## src/rtl/lic_pkg.sv

```systemverilog
// Constants and types for the line interface control block
package lic_pkg;

  // Host port register addresses
  localparam logic [7:0] ADDR_CTRL_ONE = 8'h78;
  localparam logic [7:0] ADDR_CTRL_TWO = 8'h79;
  localparam logic [7:0] ADDR_CTRL_FOUR = 8'h7B;
  localparam logic [7:0] ADDR_GAIN = 8'h7D;
  localparam logic [7:0] REG_RESET = 8'h00;
  localparam logic [7:0] UNMAPPED_READ = 8'h00;

  // Control one fields
  localparam int C1_TX_POWER_ON = 0;
  localparam int C1_JA_DISABLE = 1;
  localparam int C1_JA_DEPTH = 2;
  localparam int C1_JA_PLACE = 3;
  localparam int C1_EQ_LIMIT = 4;
  localparam int C1_BUILDOUT_LSB = 5;
  localparam int C1_BUILDOUT_MSB = 7;

  // Control two fields
  localparam int C2_CUSTOM_DRIVER = 0;
  localparam int C2_CLIMIT_DISABLE = 1;
  localparam int C2_LINE_STANDARD = 7;

  // Control four fields
  localparam int C4_TX_TERM_LSB = 2;
  localparam int C4_TX_TERM_MSB = 3;
  localparam int C4_MI_INVERT = 6;
  localparam int C4_MI_ENABLE = 7;

  // Gain register fields
  localparam int GN_FIELD_LSB = 0;
  localparam int GN_FIELD_MSB = 5;
  localparam int GN_AUTO_SEL = 6;
  localparam int GN_UNUSED = 7;

  // Line bit timing
  localparam int CLK_PERIOD_NS = 10;
  localparam int E1_BIT_NS = 488;
  localparam int T1_BIT_NS = 648;
  localparam logic [6:0] E1_HALF_CYC =
    7'(E1_BIT_NS / (2 * CLK_PERIOD_NS));
  localparam logic [6:0] T1_HALF_CYC =
    7'(T1_BIT_NS / (2 * CLK_PERIOD_NS));

  typedef enum logic [1:0] {
    SENS_T1_36DB = 2'b00,
    SENS_T1_15DB = 2'b01,
    SENS_E1_12DB = 2'b10,
    SENS_E1_43DB = 2'b11
  } lic_sens_e;

  typedef enum logic [3:0] {
    SHAPE_DSX1_0 = 4'b0000,
    SHAPE_DSX1_1 = 4'b0001,
    SHAPE_DSX1_2 = 4'b0010,
    SHAPE_DSX1_3 = 4'b0011,
    SHAPE_DSX1_4 = 4'b0100,
    SHAPE_CSU_7P5 = 4'b0101,
    SHAPE_CSU_15 = 4'b0110,
    SHAPE_CSU_22P5 = 4'b0111,
    SHAPE_E1_75 = 4'b1000,
    SHAPE_E1_120 = 4'b1001,
    SHAPE_E1_75_HRL = 4'b1010,
    SHAPE_E1_120_HRL = 4'b1011,
    SHAPE_UNDEFINED = 4'b1111
  } lic_shape_e;

  typedef enum logic [1:0] {
    DRIVE_OFF = 2'b00,
    DRIVE_PUSH_PULL = 2'b01,
    DRIVE_SQUARE = 2'b10,
    DRIVE_OPEN_DRAIN = 2'b11
  } lic_drive_e;

  typedef struct packed {
    logic tx_power_on;
    logic ja_active;
    logic ja_depth_32;
    logic ja_on_tx;
    logic line_e1;
    lic_sens_e rx_sens;
    lic_shape_e tx_shape;
    lic_drive_e drive;
    logic gain_fixed;
    logic [5:0] gain_level;
    logic climit_en;
    logic mi_en;
    logic mi_inv;
  } lic_ctrl_s;

endpackage : lic_pkg

```

## src/rtl/lic_cmi.sv

```systemverilog
// Mark inversion line coder and decoder
`timescale 1ns/1ps
`default_nettype none
module lic_cmi (
  // Clock and reset
  input wire logic clk_sys_i,
  input wire logic rst_n_i,
  // Mode
  input wire logic mi_en_i,
  input wire logic mi_inv_i,
  input wire logic [6:0] half_cyc_i,
  // Transmit side
  input wire logic tx_mark_i,
  input wire logic tx_bit_stb_i,
  input wire logic tx_mid_stb_i,
  output logic tx_cmi_o,
  // Receive side
  input wire logic rx_in_i,
  output logic rx_data_o,
  output logic rx_clk_o,
  output logic rx_bit_stb_o
);

  typedef struct packed {
    logic tx_lvl;
    logic tx_zero;
    logic tx_tog;
    logic rx_prev;
    logic [7:0] rx_ph;
    logic rx_s1;
    logic rx_data;
    logic rx_clk;
    logic rx_stb;
  } lic_cmi_s;

  lic_cmi_s st_r;
  lic_cmi_s st_nxt;
  logic rx_lvl;

  assign rx_lvl = rx_in_i ^ mi_inv_i;

  always_comb
  begin
    st_nxt = st_r;
    st_nxt.rx_stb = 1'b0;
    if (tx_bit_stb_i)
    begin
      st_nxt.tx_zero = ~tx_mark_i;
      if (tx_mark_i)
      begin
        st_nxt.tx_lvl = st_r.tx_tog;
        st_nxt.tx_tog = ~st_r.tx_tog;
      end
      else
      begin
        st_nxt.tx_lvl = 1'b0;
      end
    end
    else if (tx_mid_stb_i && st_r.tx_zero)
    begin
      st_nxt.tx_lvl = 1'b1;
    end
    st_nxt.rx_prev = rx_lvl;
    if (st_r.rx_prev && !rx_lvl)
    begin
      st_nxt.rx_ph = 8'h01;
    end
    else if (st_r.rx_ph >= {half_cyc_i, 1'b0} - 8'h01)
    begin
      st_nxt.rx_ph = 8'h00;
    end
    else
    begin
      st_nxt.rx_ph = st_r.rx_ph + 8'h01;
    end
    if (st_r.rx_ph == {2'b00, half_cyc_i[6:1]})
    begin
      st_nxt.rx_s1 = rx_lvl;
      st_nxt.rx_clk = 1'b1;
    end
    if (st_r.rx_ph == {1'b0, half_cyc_i} + {2'b00, half_cyc_i[6:1]})
    begin
      st_nxt.rx_data = (st_r.rx_s1 == rx_lvl);
      st_nxt.rx_clk = 1'b0;
      st_nxt.rx_stb = 1'b1;
    end
    if (!mi_en_i)
    begin
      st_nxt.rx_ph = 8'h00;
      st_nxt.rx_clk = 1'b0;
    end
  end

  always_ff @(posedge clk_sys_i or negedge rst_n_i)
  begin
    if (!rst_n_i)
    begin
      st_r <= '0;
    end
    else
    begin
      st_r <= st_nxt;
    end
  end

  assign tx_cmi_o = st_r.tx_lvl ^ mi_inv_i;
  assign rx_data_o = st_r.rx_data;
  assign rx_clk_o = st_r.rx_clk;
  assign rx_bit_stb_o = st_r.rx_stb;

endmodule : lic_cmi
`default_nettype wire

```

## src/rtl/lic_top.sv

```systemverilog
// Line interface control registers and line driver selection
//
// Functional notes
// - Coded one: constant level whole bit
// - Coded zero: low then high mid-bit
// - One enable bit selects coded mode
// - Zero substitution still allowed beneath coding
// - Positive receive input decoded, clock recovered
// - Power bit zero tri-states both outputs
// - Attenuator disable bit removes attenuator
// - Depth bit: 128 or 32 bits
// - Placement bit: receive or transmit path
// - Gain limit bit sets receive sensitivity
// - T1 build-out codes: cable or CSU
// - Six-bit field sets fixed gain
// - Auto select: automatic or fixed gain
// - Custom driver: square wave or open-drain
// - Limit bit disables current limiter
// - Standard bit: T1 or E1
// - Invert bit inverts coded signal
`timescale 1ns/1ps
`default_nettype none
module lic_top (
  // Clock and reset
  input wire logic clk_sys_i,
  input wire logic rst_n_i,
  // Host parallel port
  input wire logic cs_n_i,
  input wire logic rd_n_i,
  input wire logic wr_n_i,
  input wire logic [7:0] addr_i,
  input wire logic [7:0] data_i,
  output logic [7:0] data_o,
  output logic data_oe_o,
  // Decoded control
  output lic_pkg::lic_ctrl_s ctrl_o,
  // Transmit data from line coder
  input wire logic tx_pos_i,
  input wire logic tx_neg_i,
  input wire logic tx_bit_stb_i,
  input wire logic tx_mid_stb_i,
  // Transmit line pins
  output logic tx_line_positive_o,
  output logic tx_line_positive_oe_o,
  output logic tx_line_negative_o,
  output logic tx_line_negative_oe_o,
  // Receive line pin
  input wire logic rx_line_positive_i,
  // Decoded receive stream
  output logic rx_data_o,
  output logic rx_clk_o,
  output logic rx_bit_stb_o
);

  typedef struct packed {
    logic [7:0] ctrl_one;
    logic [7:0] ctrl_two;
    logic [7:0] ctrl_four;
    logic [7:0] gain;
    logic wr_prev;
    logic [7:0] rdata;
    logic rdata_oe;
    lic_pkg::lic_ctrl_s ctrl;
    logic sq_tog;
    logic pos;
    logic pos_oe;
    logic neg;
    logic neg_oe;
    logic rx_data;
    logic rx_clk;
    logic rx_stb;
  } lic_top_s;

  lic_top_s st_r;
  lic_top_s st_nxt;

  logic wr_req;
  logic rd_req;
  logic [2:0] buildout;
  logic tx_mark;
  logic cmi_tx;
  logic cmi_rx_data;
  logic cmi_rx_clk;
  logic cmi_rx_stb;
  logic [6:0] half_cyc;

  assign wr_req = !cs_n_i && !wr_n_i && st_r.wr_prev;
  assign rd_req = !cs_n_i && !rd_n_i;
  assign buildout =
    st_r.ctrl_one[lic_pkg::C1_BUILDOUT_MSB:lic_pkg::C1_BUILDOUT_LSB];
  assign tx_mark = tx_pos_i | tx_neg_i;
  assign half_cyc = st_r.ctrl.line_e1 ? lic_pkg::E1_HALF_CYC :
                    lic_pkg::T1_HALF_CYC;

  lic_cmi u_cmi (
    .clk_sys_i(clk_sys_i),
    .rst_n_i(rst_n_i),
    .mi_en_i(st_r.ctrl.mi_en),
    .mi_inv_i(st_r.ctrl.mi_inv),
    .half_cyc_i(half_cyc),
    .tx_mark_i(tx_mark),
    .tx_bit_stb_i(tx_bit_stb_i),
    .tx_mid_stb_i(tx_mid_stb_i),
    .tx_cmi_o(cmi_tx),
    .rx_in_i(rx_line_positive_i),
    .rx_data_o(cmi_rx_data),
    .rx_clk_o(cmi_rx_clk),
    .rx_bit_stb_o(cmi_rx_stb)
  );

  always_comb
  begin
    st_nxt = st_r;
    st_nxt.wr_prev = cs_n_i | wr_n_i;

    // Host writes, one per low-going write strobe
    if (wr_req)
    begin
      unique case (addr_i)
        lic_pkg::ADDR_CTRL_ONE: st_nxt.ctrl_one = data_i;
        lic_pkg::ADDR_CTRL_TWO: st_nxt.ctrl_two = data_i;
        lic_pkg::ADDR_CTRL_FOUR: st_nxt.ctrl_four = data_i;
        lic_pkg::ADDR_GAIN: st_nxt.gain = data_i;
        default: st_nxt.rdata = st_r.rdata;
      endcase
    end

    st_nxt.rdata_oe = rd_req;
    unique case (addr_i)
      lic_pkg::ADDR_CTRL_ONE: st_nxt.rdata = st_r.ctrl_one;
      lic_pkg::ADDR_CTRL_TWO: st_nxt.rdata = st_r.ctrl_two;
      lic_pkg::ADDR_CTRL_FOUR: st_nxt.rdata = st_r.ctrl_four;
      lic_pkg::ADDR_GAIN: st_nxt.rdata = st_r.gain;
      default: st_nxt.rdata = lic_pkg::UNMAPPED_READ;
    endcase

    st_nxt.ctrl.tx_power_on = st_r.ctrl_one[lic_pkg::C1_TX_POWER_ON];
    st_nxt.ctrl.ja_active = ~st_r.ctrl_one[lic_pkg::C1_JA_DISABLE];
    st_nxt.ctrl.ja_depth_32 = st_r.ctrl_one[lic_pkg::C1_JA_DEPTH];
    st_nxt.ctrl.ja_on_tx = st_r.ctrl_one[lic_pkg::C1_JA_PLACE];
    st_nxt.ctrl.line_e1 = st_r.ctrl_two[lic_pkg::C2_LINE_STANDARD];

    unique case ({st_r.ctrl_two[lic_pkg::C2_LINE_STANDARD],
                  st_r.ctrl_one[lic_pkg::C1_EQ_LIMIT]})
      2'b00: st_nxt.ctrl.rx_sens = lic_pkg::SENS_T1_36DB;
      2'b01: st_nxt.ctrl.rx_sens = lic_pkg::SENS_T1_15DB;
      2'b10: st_nxt.ctrl.rx_sens = lic_pkg::SENS_E1_12DB;
      2'b11: st_nxt.ctrl.rx_sens = lic_pkg::SENS_E1_43DB;
    endcase

    if (!st_r.ctrl_two[lic_pkg::C2_LINE_STANDARD])
    begin
      unique case (buildout)
        3'h0: st_nxt.ctrl.tx_shape = lic_pkg::SHAPE_DSX1_0;
        3'h1: st_nxt.ctrl.tx_shape = lic_pkg::SHAPE_DSX1_1;
        3'h2: st_nxt.ctrl.tx_shape = lic_pkg::SHAPE_DSX1_2;
        3'h3: st_nxt.ctrl.tx_shape = lic_pkg::SHAPE_DSX1_3;
        3'h4: st_nxt.ctrl.tx_shape = lic_pkg::SHAPE_DSX1_4;
        3'h5: st_nxt.ctrl.tx_shape = lic_pkg::SHAPE_CSU_7P5;
        3'h6: st_nxt.ctrl.tx_shape = lic_pkg::SHAPE_CSU_15;
        3'h7: st_nxt.ctrl.tx_shape = lic_pkg::SHAPE_CSU_22P5;
      endcase
    end
    else
    begin
      unique case (buildout)
        3'h0: st_nxt.ctrl.tx_shape = lic_pkg::SHAPE_E1_75;
        3'h1: st_nxt.ctrl.tx_shape = lic_pkg::SHAPE_E1_120;
        3'h4: st_nxt.ctrl.tx_shape = lic_pkg::SHAPE_E1_75_HRL;
        3'h5: st_nxt.ctrl.tx_shape = lic_pkg::SHAPE_E1_120_HRL;
        default: st_nxt.ctrl.tx_shape = lic_pkg::SHAPE_UNDEFINED;
      endcase
    end

    st_nxt.ctrl.gain_fixed = st_r.gain[lic_pkg::GN_AUTO_SEL];
    if (st_r.gain[lic_pkg::GN_AUTO_SEL])
    begin
      st_nxt.ctrl.gain_level =
        st_r.gain[lic_pkg::GN_FIELD_MSB:lic_pkg::GN_FIELD_LSB];
    end
    else
    begin
      st_nxt.ctrl.gain_level = 6'h00;
    end

    st_nxt.ctrl.climit_en = ~st_r.ctrl_two[lic_pkg::C2_CLIMIT_DISABLE];
    st_nxt.ctrl.mi_en = st_r.ctrl_four[lic_pkg::C4_MI_ENABLE];
    st_nxt.ctrl.mi_inv = st_r.ctrl_four[lic_pkg::C4_MI_INVERT];

    if (!st_r.ctrl_one[lic_pkg::C1_TX_POWER_ON])
    begin
      st_nxt.ctrl.drive = lic_pkg::DRIVE_OFF;
    end
    else if (!st_r.ctrl_two[lic_pkg::C2_CUSTOM_DRIVER])
    begin
      st_nxt.ctrl.drive = lic_pkg::DRIVE_PUSH_PULL;
    end
    else if (buildout == 3'h0)
    begin
      st_nxt.ctrl.drive = lic_pkg::DRIVE_SQUARE;
    end
    else
    begin
      st_nxt.ctrl.drive = lic_pkg::DRIVE_OPEN_DRAIN;
    end

    // Square wave toggles once per transmit bit
    if (tx_bit_stb_i)
    begin
      st_nxt.sq_tog = ~st_r.sq_tog;
    end

    // Line driver outputs
    unique case (st_r.ctrl.drive)
      lic_pkg::DRIVE_OFF:
      begin
        st_nxt.pos = 1'b0;
        st_nxt.pos_oe = 1'b0;
        st_nxt.neg = 1'b0;
        st_nxt.neg_oe = 1'b0;
      end
      lic_pkg::DRIVE_SQUARE:
      begin
        st_nxt.pos = st_r.sq_tog;
        st_nxt.pos_oe = 1'b1;
        st_nxt.neg = ~st_r.sq_tog;
        st_nxt.neg_oe = 1'b1;
      end
      lic_pkg::DRIVE_OPEN_DRAIN:
      begin
        // Pull low on a pulse, or while the coded level is low, release otherwise
        st_nxt.pos = 1'b0;
        st_nxt.pos_oe = st_r.ctrl.mi_en ? ~cmi_tx : tx_pos_i;
        st_nxt.neg = 1'b0;
        st_nxt.neg_oe = st_r.ctrl.mi_en ? 1'b0 : tx_neg_i;
      end
      lic_pkg::DRIVE_PUSH_PULL:
      begin
        st_nxt.pos = st_r.ctrl.mi_en ? cmi_tx : tx_pos_i;
        st_nxt.pos_oe = 1'b1;
        st_nxt.neg = st_r.ctrl.mi_en ? 1'b0 : tx_neg_i;
        st_nxt.neg_oe = 1'b1;
      end
    endcase

    st_nxt.rx_data = st_r.ctrl.mi_en ? cmi_rx_data : rx_line_positive_i;
    st_nxt.rx_clk = st_r.ctrl.mi_en & cmi_rx_clk;
    st_nxt.rx_stb = st_r.ctrl.mi_en & cmi_rx_stb;
  end

  always_ff @(posedge clk_sys_i or negedge rst_n_i)
  begin
    if (!rst_n_i)
    begin
      st_r <= '0;
      st_r.ctrl_one <= lic_pkg::REG_RESET;
      st_r.ctrl_two <= lic_pkg::REG_RESET;
      st_r.ctrl_four <= lic_pkg::REG_RESET;
      st_r.gain <= lic_pkg::REG_RESET;
      st_r.wr_prev <= 1'b1;
    end
    else
    begin
      st_r <= st_nxt;
    end
  end

  assign data_o = st_r.rdata;
  assign data_oe_o = st_r.rdata_oe;
  assign ctrl_o = st_r.ctrl;
  assign tx_line_positive_o = st_r.pos;
  assign tx_line_positive_oe_o = st_r.pos_oe;
  assign tx_line_negative_o = st_r.neg;
  assign tx_line_negative_oe_o = st_r.neg_oe;
  assign rx_data_o = st_r.rx_data;
  assign rx_clk_o = st_r.rx_clk;
  assign rx_bit_stb_o = st_r.rx_stb;

endmodule : lic_top
`default_nettype wire

```

## config.mk

```make
export PLATFORM = sky130hd
export DESIGN_NAME = lic_top
export DESIGN_NICKNAME = d
export VERILOG_FILES = /design/src/rtl/lic_pkg.sv /design/src/rtl/lic_cmi.sv /design/src/rtl/lic_top.sv
export SDC_FILE = /design/constraint.sdc
export NUM_CORES = 1
export LEC_CHECK = 0
export ABC_CLOCK_PERIOD_IN_PS = 3400
export BUFFER_PORTS_ARGS = -buffer_cell sky130_fd_sc_hd__buf_4
export CELL_PAD_IN_SITES_DETAIL_PLACEMENT = 0
export CELL_PAD_IN_SITES_GLOBAL_PLACEMENT = 1
export CORE_ASPECT_RATIO = 0.5
export CORE_UTILIZATION = 49
export DETAILED_ROUTE_END_ITERATION = 12
export HOLD_SLACK_MARGIN = 0.15
export PLACE_DENSITY = 0.89
export SLEW_MARGIN = 10
export SYNTH_ARGS = -nofsm -noshare
export SYNTH_HDL_FRONTEND = slang
export SYNTH_SLANG_ARGS = --single-unit
```

## constraint.sdc

```tcl
create_clock -name clk_sys_i -period 3.4 [get_ports clk_sys_i]
set_input_delay 0.51 -clock clk_sys_i [delete_from_list [all_inputs] [get_ports clk_sys_i]]
set_output_delay 0.51 -clock clk_sys_i [all_outputs]
set_load 0.02 [all_outputs]
```

**After elaboration in Yosys (flattened, before gate mapping)**

Memories as Yosys holds them, arrays and structs flattened.
Cells that the tools add are included.

- Register bits after elaboration: 89
- ROM bits: 24
- Output and inout bits: 39
- Logic and storage cells: 112
- Memories kept: 1

- $add $sub $neg: 3
- Magnitude comparators: 1
- Eq/ne operators: 17
- Mux-type cells: 23
- Bitwise logic cells: 12
- Reduce and logical (&&, ||, !) cells: 18

Memory list:

| name | words | width | rd ports | clocked after memory_dff | wr ports | line | RTL |
|---|---|---|---|---|---|---|---|
| (no name shown) | 8 | 3 | 1 | 0 | 0 | lic_top.sv:153 | `unique case (buildout)` |

Operators by type and width:

| operator | count |
|---|---|
| $eq 8x7->1 const B | 4 |
| $pmux 8 s4 | 1 |
| $mux 8 | 3 |
| $pmux 4 s4 | 1 |
| $mux 6 | 2 |
| $pmux 3 s4 | 1 |
| $mux 1 | 10 |
| $reduce_and 2->1 | 5 |
| $add 8x1->8 const B | 1 |
| $eq 2x2->1 const B | 4 |
| $eq 8x5->1 | 1 |
| $eq 8x8->1 | 1 |
| $ge 8x8->1 | 1 |
| $pmux 2 s4 | 1 |
| $sub 7x1->8 const B | 1 |
| $add 6x5->7 | 1 |
| $eq 3x3->1 const B | 2 |
| $mux 2 | 3 |
| $not 1->1 | 6 |
| $logic_and 1x1->1 | 5 |
| $eq 2x1->1 const B | 2 |
| $logic_not 1->1 | 4 |
| $logic_not 2->1 | 2 |
| $mux 4 | 1 |
| 8 further kinds | 11 |

**Longest topological paths before layout**

- Depth in word-level cells: 6
- Mapped depth: 5
- Gate-level depth less buffers: 5

**Hierarchy**

Synthesis repeated with hierarchy kept, for this count alone.

- Cell total of the unflattened synthesis: 379
- Area total of the unflattened synthesis: 4511.8 sq um

By module, submodules not included:

| module | times used | cells each | area an instance (sq um) | seq. area each (sq um) |
|---|---|---|---|---|
| lic_top | 1 | 225 | 3067.9 | 1803.0 |
| lic_cmi | 1 | 154 | 1443.9 | 400.4 |

**Least setup slack after synthesis**

OpenSTA, ideal clock, no wires.

- Path kind: in2reg
- Start point: input cs_n_i
- End point: register st_r (netlist bit st_nxt[8])
- Library setup time: 0.125 ns
- Data arrival time: 1.878 ns
- Path slack: 1.397 ns
- Stages: 5
- Cell sequence: or3b_1 -> buf_6 -> or4_4 -> buf_6 -> mux2_4

- Word-level cells in the longest chain between the ends: 4

Ends and longest elaborated chain:

| item | line | RTL |
|---|---|---|
| start, declared | lic_top.sv:28 | `input wire logic cs_n_i,` |
| $logic_not 1->1 | lic_top.sv:87 | `assign wr_req = !cs_n_i && !wr_n_i && st_r.wr_prev;` |
| $logic_and 1x1->1 (2 in series) | lic_top.sv:87 |  |
| $reduce_and 2->1 (no line) | n/a |  |
| end signal, assigned | lic_top.sv:264 | `st_r <= st_nxt;` |
| end, declared | lic_top.sv:74 | `lic_top_s st_r;` |

Every way passes these cells.
A chain may end at the register's enable or synchronous reset.

**Worst setup path in the final report**

- Start point: register st_r[40] in the netlist's numbering
- End point: register st_r[41] in the netlist's numbering

- Word-level cells in the longest chain between the ends: 2

Ends and longest elaborated chain:

| item | line |
|---|---|
| $logic_and 1x1->1 | lic_top.sv:87 |
| $reduce_and 2->1 (no line) | n/a |

Every way passes these cells.

==> results.py <==
metrics = {
    "floorplanning": {
        "die_h_um": 65.1,
        "rows": 22,
        "start_util": 0.520,
        "fp.dieW_um": 128,
        "die_area_sq_mm": 0.00836,
        "io_pins": 65,
        "core_area_sq_mm": 0.00751,
    },
    "synth": {
        "avgSynthCellArea_sq_um": 12.9,
        "synthCells": 304,
        "syn-num-nets": 333,
        "yosysSeqAreaShare": 0.564,
        "synth_edf_count": 0,
        "synth_cell_types": 44,
        "synth_ff_type": "dfrtp_1",
        "synth-warning-count": 0,
        "syn_area_sq_mm": 0.00391,
        "ys_ff_latch": 88,
        "async_flop_share": 1.00,
    },
    "global_routing": {
        "grt_use_met1": 0.246,
        "grt.total_usage": 0.192,
        "grt-busiest-layer": "met2",
        "gr-total-overflow": 0,
        "grt_max_degree": 89,
        "grt_pass1_vias": 2432,
        "grtUsageMet3": 0.0643,
        "antenna_found_initial": 0,
        "grt_first_pass_wirelength_um": 11900,
        "grt_util_met2": 0.305,
    },
    "clock_network": {
        "cts_buffers": 9,
        "postCtsSetupRepairBufs": 0,
        "cts.clk_slew.worst_paths_ns": 0.06,
        "clk_latency_ns": 0.33,
        "clockBufferDepth": 2,
        "cts-hold-fix-buffers": 0,
        "cts_repair_resize_count": 0,
        "cts_htree_levels": 3,
        "cts_tree": "built",
        "ctsRootBufferMaster": "clkbuf_16",
        "cts.sinks": 88,
    },
    "worst_setup_path": {
        "critPathLaunch": "st_r[40]$_DFF_PN1_",
        "crit_path_end_kind": "flop",
        "critPathKind": "flop to flop",
        "reg2reg_from": "st_r[40]$_DFF_PN1_",
        "crit_end": "st_r[41]$_DFFE_PN0P_",
        "critPathRequiredTime_ns": 3.62,
        "regToRegEndpoint": "st_r[41]$_DFFE_PN0P_",
        "crit_chain": "or3b_1 -> nor4_4 -> mux2_2",
        "path_buf_inv": 0,
        "cp_max_fo": 8,
        "crit_family": "simple AND/OR/NAND/NOR gates",
        "worstPathArrival_ns": 2.33,
        "rrSetupSlack_ns": 1.29,
        "crit_path_max_incr_delay_ns": 0.58,
        "crit_path_top_delay_cell": "nor4_4",
        "r2r_cells": 3,
        "path_depth": 3,
        "start_kind": "flop",
    },
    "final_layout": {
        "diodes": 0,
        "drive_above_1_share": 0.360,
        "final_area_sq_mm": 0.00448,
        "fin_nets": 367,
        "nFillCells": 582,
        "area_growth_pct": 14.8,
        "fin_cells": 450,
    },
    "timing": {
        "tightest_slew_ns": 1.06,
        "setup_tns_ns": 0,
        "rsz0062_at_grt": "no",
        "setup_ws_ns": 1.29,
        "finalHoldViolations": 0,
        "slew_violations": 0,
        "final.min_clock_period_ns": 2.11,
        "slew_headroom": 0.294,
        "fin_crit_sh": 0.622,
        "setup_viol": 0,
        "fmax_mhz": 473,
        "fin_hold_ws_ns": 0.324,
        "fin_skew_ns": 0.00574,
    },
    "job": {
        "maxCapViolCount": 0,
    },
    "power_and_ir_drop": {
        "irDropWorstVdd_v": 0.000268,
        "pwr_density_cell_mw_per_mm2": 470,
        "p_leak_nw": 2.21,
    },
    "detailed_routing": {
        "viasPerCell": 5.25,
        "wirelength_um": 7150,
        "routedWlPerCell_um": 15.9,
        "drt_first_iter_violations": 136,
        "ant_nets": 0,
        "drt_pass1_iterations": 4,
        "drc": 0,
        "via_count": 2362,
    },
    "place": {
        "gp_congestion": 0.844,
        "dp_hpwl_um": 4970,
        "dp_slack_ns": 1.14,
        "io_buffers": 64,
        "dp.cells": 435,
        "dpl-instance-area_sq_mm": 0.00423,
    },
    "hold_path": {
        "whs_path_depth": 2,
        "hp-class": "input pin to flop",
    },
    "run_status": {
        "outcome": "completed",
    },
}
==> state kept, by name, indices dropped and copies added (netlist names) <==
signal and cells:
u_cmi.st_r 13, u_cmi.rx_bit_stb_o 1, rx_data_o 1, tx_line_positive_oe_o 1, st_nxt 7, data_o 8, tx_line_negative_o 1, u_cmi.rx_clk_o 1
u_cmi.rx_data_o 1, data_oe_o 1, buildout 3, tx_line_positive_o 1, st_r 24, rx_clk_o 1, ctrl_o 22, rx_bit_stb_o 1
tx_line_negative_oe_o 1
==> cell usage after synthesis (2+ instances only) <==
library cell / n / share of area
nand2_1: 6 / 0.0058
a211o_1: 3 / 0.0067
nand3_1: 3 / 0.0038
a211oi_1: 6 / 0.012
nor4_1: 8 / 0.013
o21ai_0: 4 / 0.0051
or3_1: 3 / 0.0048
a22o_1: 5 / 0.011
a21oi_1: 2 / 0.0026
nor2_1: 10 / 0.0096
buf_6: 2 / 0.0058
o22ai_1: 3 / 0.0048
a21o_1: 2 / 0.0038
mux2_4: 8 / 0.031
dfrtp_1: 87 / 0.56
nand4bb_1: 3 / 0.0086
clkbuf_1: 5 / 0.0048
nor4_4: 3 / 0.016
mux2_2: 29 / 0.084
xnor2_1: 4 / 0.0090
nand4b_1: 3 / 0.0067
a221o_1: 5 / 0.013
ha_1: 3 / 0.0096
o2bb2ai_1: 2 / 0.0045
o21ai_1: 2 / 0.0026
xor2_1: 6 / 0.013
nand2b_1: 4 / 0.0064
buf_4: 33 / 0.063
and2_1: 8 / 0.013
inv_1: 20 / 0.019
nor3_1: 9 / 0.012
==> metal layers <==
metal / up-vias / share of wire
met2: 56 / 0.50
li1: 1099 / -
met4: 0 / 0.016
met5: - / 0
met1: 1194 / 0.44
met3: 13 / 0.049
==> how the worst min path moves through the flow <==
stage | start | end | slack (ns)
global placement | st_r[69]$_DFFE_PN0P_ | ctrl_o[16]$_DFF_PN0_ | 0.40
finish | rd_n_i | data_oe_o$_DFF_PN0_ | 0.32
CTS | rd_n_i | data_oe_o$_DFF_PN0_ | 0.31
detailed placement | st_nxt[28]$_DFFE_PN0P_ | ctrl_o[20]$_DFF_PN0_ | 0.39
floorplan | rst_n_i | buildout[0]$_DFFE_PN0P_ | 0.21
global route | rd_n_i | data_oe_o$_DFF_PN0_ | 0.31
==> layout make-up <==
cell class / instances / area (sq um) / area share
clock inverter: 4 / 22.5 / 0.00502
multi-input combinational: 155 / 1340 / 0.298
sequential: 88 / 2200 / 0.491
timing repair buffer: 64 / 480 / 0.107
tap: 108 / 135 / 0.0301
inverter: 20 / 75.1 / 0.0167
clock buffer: 11 / 233 / 0.0519
==> cells in the final DEF (no fill, tap or decap), drive strengths merged, types with 8 or more instances in the layout <==
cell type,netlist,layout
and2,8,8
buf,36,64
clkbuf,5,11
dfrtp,87,87
inv,20,20
mux2,37,37
nor2,10,10
nor3,9,9
nor4,11,11
==> power breakdown <==
group | switching, mW | internal [mW] | leakage (nW)
Sequential | 0.0262 | 1.08 | 1.20
Combinational | 0.0790 | 0.0627 | 0.888
Clock | 0.369 | 0.487 | 0.125
==> logic make-up after synthesis <==
kind of cell	count (synthesis)	share of synthesized area
simple gates	68	0.124
fa+ha+maj	3	0.00961
xor+xnor	10	0.0224
other cells	1	0.000960
buf+inv	61	0.0945
mux	37	0.114
flops	88	0.564
compound gates	36	0.0701
==> through the flow <==
step / utilization / power (mW)
floorplan: - / 1.20
global placement: 0.563 / 1.26
detailed placement: 0.563 / 1.27
CTS: 0.597 / 2.13
global route: 0.597 / 2.19
finish: 0.597 / 2.11
(Power assumes the default switching activity.)
